File: src/verilog/lhpm_regs.svh
/*
 * register indices, field positions, reset values and timing for the
 * left headphone mix register bank.
 * assumes: included by bare name; byte address on the bus is four times the index.
 */
`ifndef LHPM_REGS_SVH
`define LHPM_REGS_SVH

// register indices
`define LHPM_IDX_LPRE_HPL   8'h2e
`define LHPM_IDX_LDAC_HPL   8'h2f
`define LHPM_IDX_RSVD_A     8'h30
`define LHPM_IDX_RPRE_HPL   8'h31
`define LHPM_IDX_RDAC_HPL   8'h32
`define LHPM_IDX_LVL        8'h33
`define LHPM_IDX_RSVD_B     8'h34
`define LHPM_IDX_LPRE_COMP  8'h35
`define LHPM_IDX_LDAC_COMP  8'h36
`define LHPM_IDX_RSVD_C     8'h37
`define LHPM_IDX_RPRE_COMP  8'h38

// bus geometry
`define LHPM_ADDR_W         10
`define LHPM_IDX_MSB        9
`define LHPM_IDX_LSB        2
`define LHPM_ALIGN_MSB      1
`define LHPM_ALIGN_OK       2'h0
`define LHPM_BE_LANE0       0
`define LHPM_RD_PAD         24'h000000

// mix register fields
`define LHPM_ROUTE_BIT      7
`define LHPM_ATTEN_MSB      6
`define LHPM_ATTEN_W        7
`define LHPM_MIX_RST        8'h00
`define LHPM_MUTE_CODE      7'h76
`define LHPM_NPATH          7
`define LHPM_NSTAGED        4

// level register fields
`define LHPM_GAIN_MSB       7
`define LHPM_GAIN_LSB       4
`define LHPM_UNMUTE_BIT     3
`define LHPM_PDHIZ_BIT      2
`define LHPM_PEND_BIT       1
`define LHPM_PWR_BIT        0
`define LHPM_LVL_RST        8'h06
`define LHPM_GAIN_RST       4'h0

// gain settle time
`define LHPM_CLK_MHZ        200
`define LHPM_SETTLE_NS      1000
`define LHPM_CNT_W          8

`endif

File: src/verilog/lhpm_pkg.sv
/*
 * types for the left headphone mix register bank.
 * assumes: compiled before the module that uses it.
 */
package lhpm_pkg;

    // gain settle tracker, one-hot
    typedef enum logic [1:0] {
        LHPM_IDLE = 2'b01,
        LHPM_RAMP = 2'b10
    } lhpm_ramp_t;

endpackage : lhpm_pkg

File: src/verilog/lhpm_top.sv
/*
 * left headphone mix register bank: seven routing/attenuation registers,
 * the left headphone driver level/mute/power register and a gain-pending tracker,
 * reached over an avalon-mm slave with waitrequest.
 * assumes: one clock, synchronous active-low reset, master holds requests until
 * waitrequest is seen low.
 */
// Design decision made here: the Avalon-MM register port.
`timescale 1ns/1ps
`default_nettype none
`include "lhpm_regs.svh"

// Summary of operation
// - left_pre_to_left_hp_mix: route and attenuation
// - attenuation code steps; codes 118+ mute
// - left_dac_to_left_hp_mix: route and attenuation
// - right_pre_to_left_hp_mix: route and attenuation
// - right_dac_to_left_hp_mix: route and attenuation
// - left_pre_to_left_comp_mix: route and attenuation
// - left_dac_to_left_comp_mix: route and attenuation
// - right_pre_to_left_comp_mix: route and attenuation
// - level bits 7-4: output gain 0-9 dB
// - level bit 3 unmutes driver
// - level bit 2: powered-down high impedance
// - level bit 1 reads gain pending
// - level bit 0 powers driver up
module lhpm_top (
    input  wire logic                           core_clk_i,
    input  wire logic                           rst_n_i,
    input  wire logic                           ce_i,
    input  wire logic [`LHPM_ADDR_W-1:0]        avs_address_i,
    input  wire logic                           avs_read_i,
    input  wire logic                           avs_write_i,
    input  wire logic [31:0]                    avs_writedata_i,
    input  wire logic [3:0]                     avs_byteenable_i,
    output logic      [31:0]                    avs_readdata_o,
    output logic                                avs_waitrequest_o,
    output logic      [`LHPM_NPATH-1:0]         route_o,
    output logic      [`LHPM_NPATH*`LHPM_ATTEN_W-1:0] atten_o,
    output logic      [`LHPM_NPATH-1:0]         path_mute_o,
    output logic      [3:0]                     hp_gain_o,
    output logic                                hp_unmute_o,
    output logic                                hp_pd_hiz_o,
    output logic                                hp_power_o,
    output logic                                hp_pending_o
);

    ////////////////////////////////////////////////////////////////////////////
    // constants

    localparam logic [7:0] MIX_IDX [`LHPM_NPATH] = '{
        `LHPM_IDX_LPRE_HPL, `LHPM_IDX_LDAC_HPL, `LHPM_IDX_RPRE_HPL, `LHPM_IDX_RDAC_HPL,
        `LHPM_IDX_LPRE_COMP, `LHPM_IDX_LDAC_COMP, `LHPM_IDX_RPRE_COMP
    };

    // least time, so round up
    localparam logic [`LHPM_CNT_W-1:0] SETTLE_CYC =
        `LHPM_CNT_W'((`LHPM_SETTLE_NS * `LHPM_CLK_MHZ + 999) / 1000);
    localparam logic [`LHPM_CNT_W-1:0] SETTLE_LAST = `LHPM_CNT_W'(1);

    ////////////////////////////////////////////////////////////////////////////
    // declarations

    logic                           wait_r;
    logic [31:0]                    rdata_r;
    logic [7:0]                     mix_r [`LHPM_NPATH];
    logic [3:0]                     gain_r;
    logic                           unmute_r;
    logic                           pdhiz_r;
    logic                           pwr_r;
    logic [3:0]                     gain_app_r;
    logic                           pend_r;
    logic [`LHPM_CNT_W-1:0]         cnt_r;
    lhpm_pkg::lhpm_ramp_t           state_r;
    logic [`LHPM_NPATH-1:0]         route_r;
    logic [`LHPM_NPATH*`LHPM_ATTEN_W-1:0] atten_r;
    logic [`LHPM_NPATH-1:0]         pmute_r;

    logic [7:0]                     idx;
    logic                           aligned;
    logic                           wr_acc;
    logic                           rd_cap;
    logic [`LHPM_NPATH-1:0]         mix_wr;
    logic                           lvl_wr;
    logic                           hpl_wr;
    logic                           done;
    logic [7:0]                     rd8_nxt;

    ////////////////////////////////////////////////////////////////////////////
    // bus decode

    assign idx     = avs_address_i[`LHPM_IDX_MSB:`LHPM_IDX_LSB];
    assign aligned = (avs_address_i[`LHPM_ALIGN_MSB:0] == `LHPM_ALIGN_OK);
    // a write lands only at the edge where waitrequest is seen low
    assign wr_acc  = ce_i & avs_write_i & ~wait_r & aligned & avs_byteenable_i[`LHPM_BE_LANE0];
    assign rd_cap  = ce_i & avs_read_i & wait_r;
    assign lvl_wr  = wr_acc & (idx == `LHPM_IDX_LVL);
    assign hpl_wr  = lvl_wr | (|mix_wr[`LHPM_NSTAGED-1:0]);

    // one wait state per access: rdata is captured while waitrequest is high
    always_ff @(posedge core_clk_i) begin
        if (!rst_n_i) begin
            wait_r <= 1'b1;
        end else if (ce_i) begin
            wait_r <= ~((avs_read_i | avs_write_i) & wait_r);
        end
    end

    always_comb begin
        rd8_nxt = `LHPM_MIX_RST;
        if (aligned) begin
            for (int k = 0; k < `LHPM_NPATH; k++) begin
                if (idx == MIX_IDX[k]) begin
                    rd8_nxt = mix_r[k];
                end
            end
            if (idx == `LHPM_IDX_LVL) begin
                rd8_nxt = {gain_r, unmute_r, pdhiz_r, pend_r, pwr_r};
            end
        end
    end

    // reserved and unmapped words read zero
    always_ff @(posedge core_clk_i) begin
        if (!rst_n_i) begin
            rdata_r <= {`LHPM_RD_PAD, `LHPM_MIX_RST};
        end else if (rd_cap) begin
            rdata_r <= {`LHPM_RD_PAD, rd8_nxt};
        end
    end

    ////////////////////////////////////////////////////////////////////////////
    // routing and attenuation registers

    genvar gi;
    generate
        for (gi = 0; gi < `LHPM_NPATH; gi++) begin : g_path
            localparam bit STAGED = (gi < `LHPM_NSTAGED);
            logic                     load;
            logic [`LHPM_ATTEN_W-1:0] src;

            assign mix_wr[gi] = wr_acc & aligned & (idx == MIX_IDX[gi]);
            // headphone paths wait for the settle tracker, complementary ones apply at once
            assign load = STAGED ? done : mix_wr[gi];
            assign src  = STAGED ? mix_r[gi][`LHPM_ATTEN_MSB:0] : avs_writedata_i[`LHPM_ATTEN_MSB:0];

            always_ff @(posedge core_clk_i) begin
                if (!rst_n_i) begin
                    mix_r[gi]   <= `LHPM_MIX_RST;
                    route_r[gi] <= 1'b0;
                end else if (mix_wr[gi]) begin
                    mix_r[gi]   <= avs_writedata_i[7:0];
                    route_r[gi] <= avs_writedata_i[`LHPM_ROUTE_BIT];
                end
            end

            always_ff @(posedge core_clk_i) begin
                if (!rst_n_i) begin
                    atten_r[gi*`LHPM_ATTEN_W +: `LHPM_ATTEN_W] <= `LHPM_ATTEN_W'(`LHPM_MIX_RST);
                    pmute_r[gi] <= 1'b0;
                end else if (ce_i && load) begin
                    atten_r[gi*`LHPM_ATTEN_W +: `LHPM_ATTEN_W] <= src;
                    pmute_r[gi] <= (src >= `LHPM_MUTE_CODE);
                end
            end
        end
    endgenerate

    ////////////////////////////////////////////////////////////////////////////
    // level, mute and power register

    always_ff @(posedge core_clk_i) begin
        if (!rst_n_i) begin
            gain_r   <= `LHPM_GAIN_RST;
            unmute_r <= 1'(`LHPM_LVL_RST >> `LHPM_UNMUTE_BIT);
            pdhiz_r  <= 1'(`LHPM_LVL_RST >> `LHPM_PDHIZ_BIT);
            pwr_r    <= 1'(`LHPM_LVL_RST >> `LHPM_PWR_BIT);
        end else if (lvl_wr) begin
            // no clamp: software keeps to codes 0-9
            gain_r   <= avs_writedata_i[`LHPM_GAIN_MSB:`LHPM_GAIN_LSB];
            unmute_r <= avs_writedata_i[`LHPM_UNMUTE_BIT];
            pdhiz_r  <= avs_writedata_i[`LHPM_PDHIZ_BIT];
            pwr_r    <= avs_writedata_i[`LHPM_PWR_BIT];
        end
    end

    // gain reaches the driver once settled
    always_ff @(posedge core_clk_i) begin
        if (!rst_n_i) begin
            gain_app_r <= `LHPM_GAIN_RST;
        end else if (ce_i && done) begin
            gain_app_r <= gain_r;
        end
    end

    ////////////////////////////////////////////////////////////////////////////
    // gain settle tracker

    // a write in the finishing cycle restarts the wait, so no update is lost
    assign done = (state_r == lhpm_pkg::LHPM_RAMP) && (cnt_r == SETTLE_LAST) && !hpl_wr;

    // pending set by a level or headphone-path write, cleared when applied
    always_ff @(posedge core_clk_i) begin
        if (!rst_n_i) begin
            state_r <= lhpm_pkg::LHPM_RAMP;
            cnt_r   <= SETTLE_CYC;
            pend_r  <= 1'b1;
        end else if (ce_i) begin
            case (state_r)
                lhpm_pkg::LHPM_IDLE: begin
                    if (hpl_wr) begin
                        state_r <= lhpm_pkg::LHPM_RAMP;
                        cnt_r   <= SETTLE_CYC;
                        pend_r  <= 1'b1;
                    end
                end
                lhpm_pkg::LHPM_RAMP: begin
                    if (hpl_wr) begin
                        cnt_r  <= SETTLE_CYC;
                        pend_r <= 1'b1;
                    end else if (done) begin
                        state_r <= lhpm_pkg::LHPM_IDLE;
                        pend_r  <= 1'b0;
                    end else begin
                        cnt_r <= cnt_r - SETTLE_LAST;
                    end
                end
                default: begin
                    state_r <= lhpm_pkg::LHPM_IDLE;
                    pend_r  <= 1'b0;
                end
            endcase
        end
    end

    ////////////////////////////////////////////////////////////////////////////
    // outputs

    assign avs_waitrequest_o = wait_r;
    assign avs_readdata_o    = rdata_r;
    assign route_o           = route_r;
    assign atten_o           = atten_r;
    assign path_mute_o       = pmute_r;
    assign hp_gain_o         = gain_app_r;
    assign hp_unmute_o       = unmute_r;
    assign hp_pd_hiz_o       = pdhiz_r;
    assign hp_power_o        = pwr_r;
    assign hp_pending_o      = pend_r;

    ////////////////////////////////////////////////////////////////////////////
    // checks

    chk_lpre_hpl_route: assert property (@(posedge core_clk_i) disable iff (!rst_n_i)
        mix_wr[0] |=> route_o[0] == $past(avs_writedata_i[`LHPM_ROUTE_BIT])
                      && hp_pending_o)
        else $error("left preamp route not stored");

    chk_mute_code_map: assert property (@(posedge core_clk_i) disable iff (!rst_n_i)
        (ce_i && mix_wr[4]) |=> path_mute_o[4] == ($past(avs_writedata_i[`LHPM_ATTEN_MSB:0]) >= `LHPM_MUTE_CODE))
        else $error("path mute does not follow code");

    chk_ldac_hpl_stage: assert property (@(posedge core_clk_i) disable iff (!rst_n_i)
        mix_wr[1] |=> route_o[1] == $past(avs_writedata_i[`LHPM_ROUTE_BIT])
                      ##0 (atten_o[13:7] == $past(atten_o[13:7])))
        else $error("left converter path applied before settle");

    chk_rpre_hpl_route: assert property (@(posedge core_clk_i) disable iff (!rst_n_i)
        mix_wr[2] |=> route_o[2] == $past(avs_writedata_i[`LHPM_ROUTE_BIT]))
        else $error("right preamp route not stored");

    chk_rdac_hpl_apply: assert property (@(posedge core_clk_i) disable iff (!rst_n_i)
        (ce_i && done) |=> atten_o[27:21] == $past(mix_r[3][`LHPM_ATTEN_MSB:0]))
        else $error("right converter code not applied at settle");

    chk_lpre_comp_now: assert property (@(posedge core_clk_i) disable iff (!rst_n_i)
        mix_wr[4] |=> atten_o[34:28] == $past(avs_writedata_i[`LHPM_ATTEN_MSB:0])
                      && route_o[4] == $past(avs_writedata_i[`LHPM_ROUTE_BIT]))
        else $error("complementary left preamp not applied");

    chk_ldac_comp_now: assert property (@(posedge core_clk_i) disable iff (!rst_n_i)
        mix_wr[5] |=> atten_o[41:35] == $past(avs_writedata_i[`LHPM_ATTEN_MSB:0]))
        else $error("complementary left converter not applied");

    chk_rpre_comp_now: assert property (@(posedge core_clk_i) disable iff (!rst_n_i)
        mix_wr[6] |=> route_o[6] == $past(avs_writedata_i[`LHPM_ROUTE_BIT])
                      && atten_o[48:42] == $past(avs_writedata_i[`LHPM_ATTEN_MSB:0]))
        else $error("complementary right preamp not stored");

    chk_gain_settled: assert property (@(posedge core_clk_i) disable iff (!rst_n_i)
        !hp_pending_o |-> hp_gain_o == gain_r)
        else $error("driver gain differs from programmed gain when settled");

    chk_unmute_store: assert property (@(posedge core_clk_i) disable iff (!rst_n_i)
        lvl_wr |=> hp_unmute_o == $past(avs_writedata_i[`LHPM_UNMUTE_BIT]))
        else $error("unmute bit not stored");

    chk_pdhiz_store: assert property (@(posedge core_clk_i) disable iff (!rst_n_i)
        lvl_wr |=> hp_pd_hiz_o == $past(avs_writedata_i[`LHPM_PDHIZ_BIT]))
        else $error("power-down drive bit not stored");

    chk_pend_hold: assert property (@(posedge core_clk_i) disable iff (!rst_n_i)
        hpl_wr |=> hp_pending_o [*8])
        else $error("pending dropped too early");

    chk_power_store: assert property (@(posedge core_clk_i) disable iff (!rst_n_i)
        lvl_wr |=> hp_power_o == $past(avs_writedata_i[`LHPM_PWR_BIT]))
        else $error("power bit not stored");

    chk_pend_clear: assert property (@(posedge core_clk_i) disable iff (!rst_n_i)
        $fell(hp_pending_o) |-> $past(done) && !$past(hpl_wr))
        else $error("pending cleared without settle");

    chk_pend_bound: assert property (@(posedge core_clk_i) disable iff (!rst_n_i)
        (hpl_wr && ce_i) ##1 (!hpl_wr && ce_i) [*8] |-> hp_pending_o)
        else $error("pending lost during settle");

endmodule // lhpm_top

`default_nettype wire

File: config.mk
export PLATFORM = sky130hd
export DESIGN_NAME = lhpm_top
export DESIGN_NICKNAME = d
export VERILOG_FILES = /design/src/verilog/lhpm_pkg.sv /design/src/verilog/lhpm_top.sv
export VERILOG_INCLUDE_DIRS = /design/src /design/src/verilog
export SDC_FILE = /design/constraint.sdc
export NUM_CORES = 1
export LEC_CHECK = 0
export BUFFER_PORTS_ARGS = -buffer_cell sky130_fd_sc_hd__buf_2
export CORE_AREA = 3 3 175 109
export CTS_CLUSTER_SIZE = 28
export DETAILED_ROUTE_END_ITERATION = 10
export DIE_AREA = 0 0 178 112
export PLACE_DENSITY = 0.67
export RECOVER_POWER = 25
export SYNTH_ARGS = -nofsm -noshare
export SYNTH_HDL_FRONTEND = slang
export SYNTH_SLANG_ARGS = --single-unit
File: constraint.sdc
create_clock -name core_clk_i -period 5.35 [get_ports core_clk_i]
set_clock_uncertainty 0.15 [all_clocks]
set_input_delay 0.8025 -clock core_clk_i [delete_from_list [all_inputs] [get_ports core_clk_i]]
set_output_delay 0.8025 -clock core_clk_i [all_outputs]
set_load 0.01 [all_outputs]
# ---- Yosys cells after proc, flatten, opt, wreduce, memory -nomap -nowiden
# Memory sizes are Yosys's and may differ from the RTL's.
# Index checks and enable logic that the tools add are counted.
dict set report totals {
  ramBits 56
  mem_count 1
  out_inout_bits 104
  ff_bits 94
}
# name words word_bits read_ports rd_ports_with_merged_regs write_ports line_no
set mem_list {}
lappend mem_list {mix_r 7 8 7 0 7 lhpm_top.sv:66} ;# logic [7:0] mix_r [`LHPM_NPATH];
dict set report classes {
  n_reduce_logical 13
  n_eq_ne 16
  bitwise 27
  muxes 50
  order_cmp 5
  add_sub_neg 1
}
# cell n
set ops {}
lappend ops {{8-bit 2-to-1 mux} 19}
lappend ops {{8-bit by 6-bit equality test with 1-bit output, second input constant} 8}
lappend ops {{7-bit >= comparator, second input constant} 5}
lappend ops {{1-bit 2-to-1 mux} 25}
lappend ops {{1-bit bitwise AND} 16}
lappend ops {{8-bit one-hot mux with 2 select lines} 1}
lappend ops {{1-bit bitwise OR} 9}
lappend ops {{8-bit by 1-bit equality test with 1-bit output, second input constant} 1}
lappend ops {{4-bit AND reduction} 2}
lappend ops {{8-bit by 1-bit subtractor with 8-bit output, second input constant} 1}
lappend ops {{1-bit logical AND} 6}
lappend ops {{2-bit 2-to-1 mux} 3}
lappend ops {{2-bit != test, second input constant} 3}
lappend ops {{3-bit != test, second input constant} 2}
lappend ops {{2-bit one-hot mux with 2 select lines} 1}
lappend ops {{4-bit OR reduction} 1}
lappend ops {{3-bit AND reduction} 1}
lappend ops {{2-bit by 1-bit equality test with 1-bit output, second input constant} 1}
lappend ops {{2-bit equality test, second input constant} 1}
lappend ops {{2-bit logical NOT} 1}
lappend ops {{1-bit inverter} 2}
lappend ops {{1-bit one-hot mux with 2 select lines} 1}
lappend ops {{2-bit nonzero test} 1}
lappend ops {{1-bit logical NOT} 1}

# ---- Depth between registers and ports, before layout
dict set report logic_depth {
  word_depth 13
  ltp_mapped 10
  mapped_depth_nobuf 7
}

# ---- Least setup slack after synthesis
# Ideal clock, no wire load.
dict set report synth_timing {
  path_type {input-to-reg}
  start {input port avs_address_i[3]}
  end {memory mix_r[3][0], in the netlist mix_r[0][24] (enable)}
  stages 5
  path_buffers 2
  t_required_ps 4823
  arrival_ps 2309
  slack_ps 2515
  path_cell_list {buf_2 or4b_4 or2_1 buf_6 o21ai_1}
}
# item line_no
set synth_lines {}
lappend synth_lines {{start, declared} lhpm_top.sv:31} ;# input wire logic [`LHPM_ADDR_W-1:0] avs_address_i,
lappend synth_lines {{end, declared} lhpm_top.sv:66}

==> flow_metrics.tcl <==
set metrics [dict create \
    outcome "finished clean" \
    worstRegToRegCells 7 \
    htree_levels 4 \
    num_rows 38 \
    cp_max_fo 24 \
    r2r_slack_ns 2.40 \
    clkLatencyLatePin_ns 0.43 \
    grt_setup_unrepaired "no" \
    synth_area_um2 6969 \
    fin_tns_setup_ns 0 \
    cp_data_required_time_ns 5.28 \
    period_needed_ns 3.796 \
    slew_headroom 0.2061 \
    synth_cell_type_count 73 \
    synthToLayoutAreaGrowth_pct 14.70 \
    grtUsageTotal 0.1986 \
    synth_ff_type "dfxtp_1" \
    grt_pass1_vias 5188 \
    vias 5605 \
    synth_edf_count 56 \
    io_buffers 103 \
    cts_buffers 17 \
    fin_util 0.4508 \
    start_util 0.3930 \
    clock_sinks 150 \
    antenna_found_initial 1 \
    yosys-top-cells-count "dfxtp_1 (94), and2_1 (58), edfxtp_1 (56), a21oi_1 (45), nand2_1 (45)" \
    drive_above_1_share 0.1176 \
    nNetsFinal 833 \
    cts.path.max_buffers 2 \
    dp_hpwl_um 13970 \
    hold_buffers 0 \
    cpPeakStageDelay_ns 0.94 \
    final-setup-viol-count 0 \
    crit_path_start_kind "input port" \
    fmax_mhz 263.4 \
    synth_top_cell_by_area "dfxtp_1" \
    ant_nets 0 \
    place_inst 999 \
    n_antenna_cell 0 \
    cts_root_buffer "clkbuf_16" \
    grt-ovfl-total 0 \
    clk_pin_slew_ns 0.06 \
    cp-end-kind "flop" \
    die_y_um 112 \
    vdd_drop_max_v 0.0001950 \
    path_class "in2reg" \
    final_area_um2 7994 \
    fin_crit_sh 0.7095 \
    worstPathArrival_ns 3.73 \
    syn_avg_cell_area_um2 9.985 \
    dieWidth_um 178 \
    wl_um 19800 \
    instances_no_fill 1031 \
    yosysWarnings 0 \
    async_reset_ff_frac 0 \
    vias_per_cell 5.436 \
    hp-class "reg2reg" \
    io_pins 155 \
    synthTopCellsByArea "dfxtp_1 (27%), edfxtp_1 (24%), and2_1 (5.2%)" \
    synth_most_common_cell "dfxtp_1" \
    drv_cap 0 \
    grt_pass1_wl_um 30240 \
    place_congestion 0.9365 \
    final_hold_viol_count 0 \
    grt_max_degree 36 \
    route.detailed.drc 0 \
    drt_iter0_drc 602 \
    avgRoutedWirePerCell_um 19.21 \
    synth_cells 698 \
    die_area_um2 19940 \
    cpMaxStageDelayCell "a31oi_1" \
    hold_depth 1 \
    place_area_um2 7507 \
    worst_slew_pin_slew_ns 1.178 \
    ys_ff_latch 150 \
    path_common_cell "inv_1" \
    yosysSeqAreaShare 0.5113 \
    cts_tree "yes" \
    path_cells "clkbuf_1 > inv_1 > a31oi_1 > inv_1" \
    dr.pass1.iters 6 \
    p_leak_nw 2.946 \
    core_um2 17730 \
    powerDensity_nw_per_um2 319.6 \
    cts_setup_buffers 0 \
    p_total_mw 2.555 \
    drv_slew 0 \
    cts_resized 0 \
    synth_top_area_frac 0.2700 \
]
[cells in the final DEF, fill, tap and decap left out, types with 5 or more instances in the layout]
cell,synthesis,final
a211o_1,5,5
a21o_1,8,8
a21oi_1,45,45
a22o_1,28,28
and2_1,58,58
buf_2,21,32
clkbuf_1,19,71
clkbuf_16,0,18
clkinv_4,0,6
conb_1,1,24
dfxtp_1,94,94
edfxtp_1,56,56
inv_1,14,14
inv_6,0,5
mux2i_1,11,11
nand2_1,45,45
nand3_1,44,44
nor2_1,19,19
nor3_1,13,13
o211ai_1,10,10
o21ai_0,42,42
o21ai_1,34,34
or3_1,9,9
[routing by layer]
| layer | vias to the layer above | global-route usage | share of wire |
|---|---|---|---|
| met5 | - | 0 | 0.0010 |
| met4 | 2 | 0.04966 | 0.015 |
| met1 | 2679 | 0.3073 | 0.48 |
| li1 | 2663 | - | - |
| met3 | 33 | 0.05999 | 0.095 |
| met2 | 228 | 0.2661 | 0.41 |
[state kept, by name, indices dropped and copies added, names as in the netlist]
name and cells:
gain_r 4, state_r 2, route_o 7, avs_waitrequest_o 1, path_mute_o 7, cnt_r 8
hp_pd_hiz_o 1, hp_unmute_o 1, avs_readdata_o 8, hp_gain_o 4, mix_r 56, hp_power_o 1
atten_o 49, hp_pending_o 1
[through the flow]
stage	hold slack (ns)	setup slack, ns
finish	0.3007	1.554
global route	0.3191	1.303
floorplan	0.2952	2.515
detailed placement	0.2853	1.837
global placement	0.2826	1.879
CTS	0.3060	2.276
[path summary, 6_finish.rpt]
path                                   from             end
worst max register to register   state_r[0]  path_mute_o[0]
worst min-delay path            atten_o[32]     atten_o[32]
worst max-delay path                rst_n_i    mix_r[1][15]
worst min register to register  atten_o[32]     atten_o[32]
[report_power, final]
group / leakage (nW) / internal [mW] / switching (mW)
clock: 0.277 / 0.645 / 0.514
combinational: 1.33 / 0.0474 / 0.112
sequential: 1.34 / 1.21 / 0.0280
total: 2.95 / 1.90 / 0.654
[layout make-up]
cell class / count / area, µm²
fillers: 1705 / 9741
repair buffers: 107 / 456.7
flip-flops and latches: 150 / 3563
multi-input cells: 488 / 3045
clock inverters: 13 / 111.4
clock buffers: 19 / 464.2
inverters: 14 / 52.55
well taps: 240 / 300.3
[worst max-delay path: cells and delay by family]
family	cells	cell delay, ns
compound gates	1	0.94
buf+inv	3	1.98
[cell families (layout without fill, tap and decap cells)]
kind of cell / after synthesis / count (layout) / synth area share
AND/OR/NAND/NOR: 238 / 238 / 0.2004
AO/OA/AOI/OAI: 209 / 209 / 0.1978
flip-flops: 150 / 150 / 0.5113
buffers and inverters: 83 / 153 / 0.06409
multiplexers: 12 / 12 / 0.01742
adder cells (fa/ha/maj): 4 / 4 / 0.007182
other: 1 / 24 / 0.0005381
XOR/XNOR: 1 / 1 / 0.001257
Power figures use the tool's default switching activity.
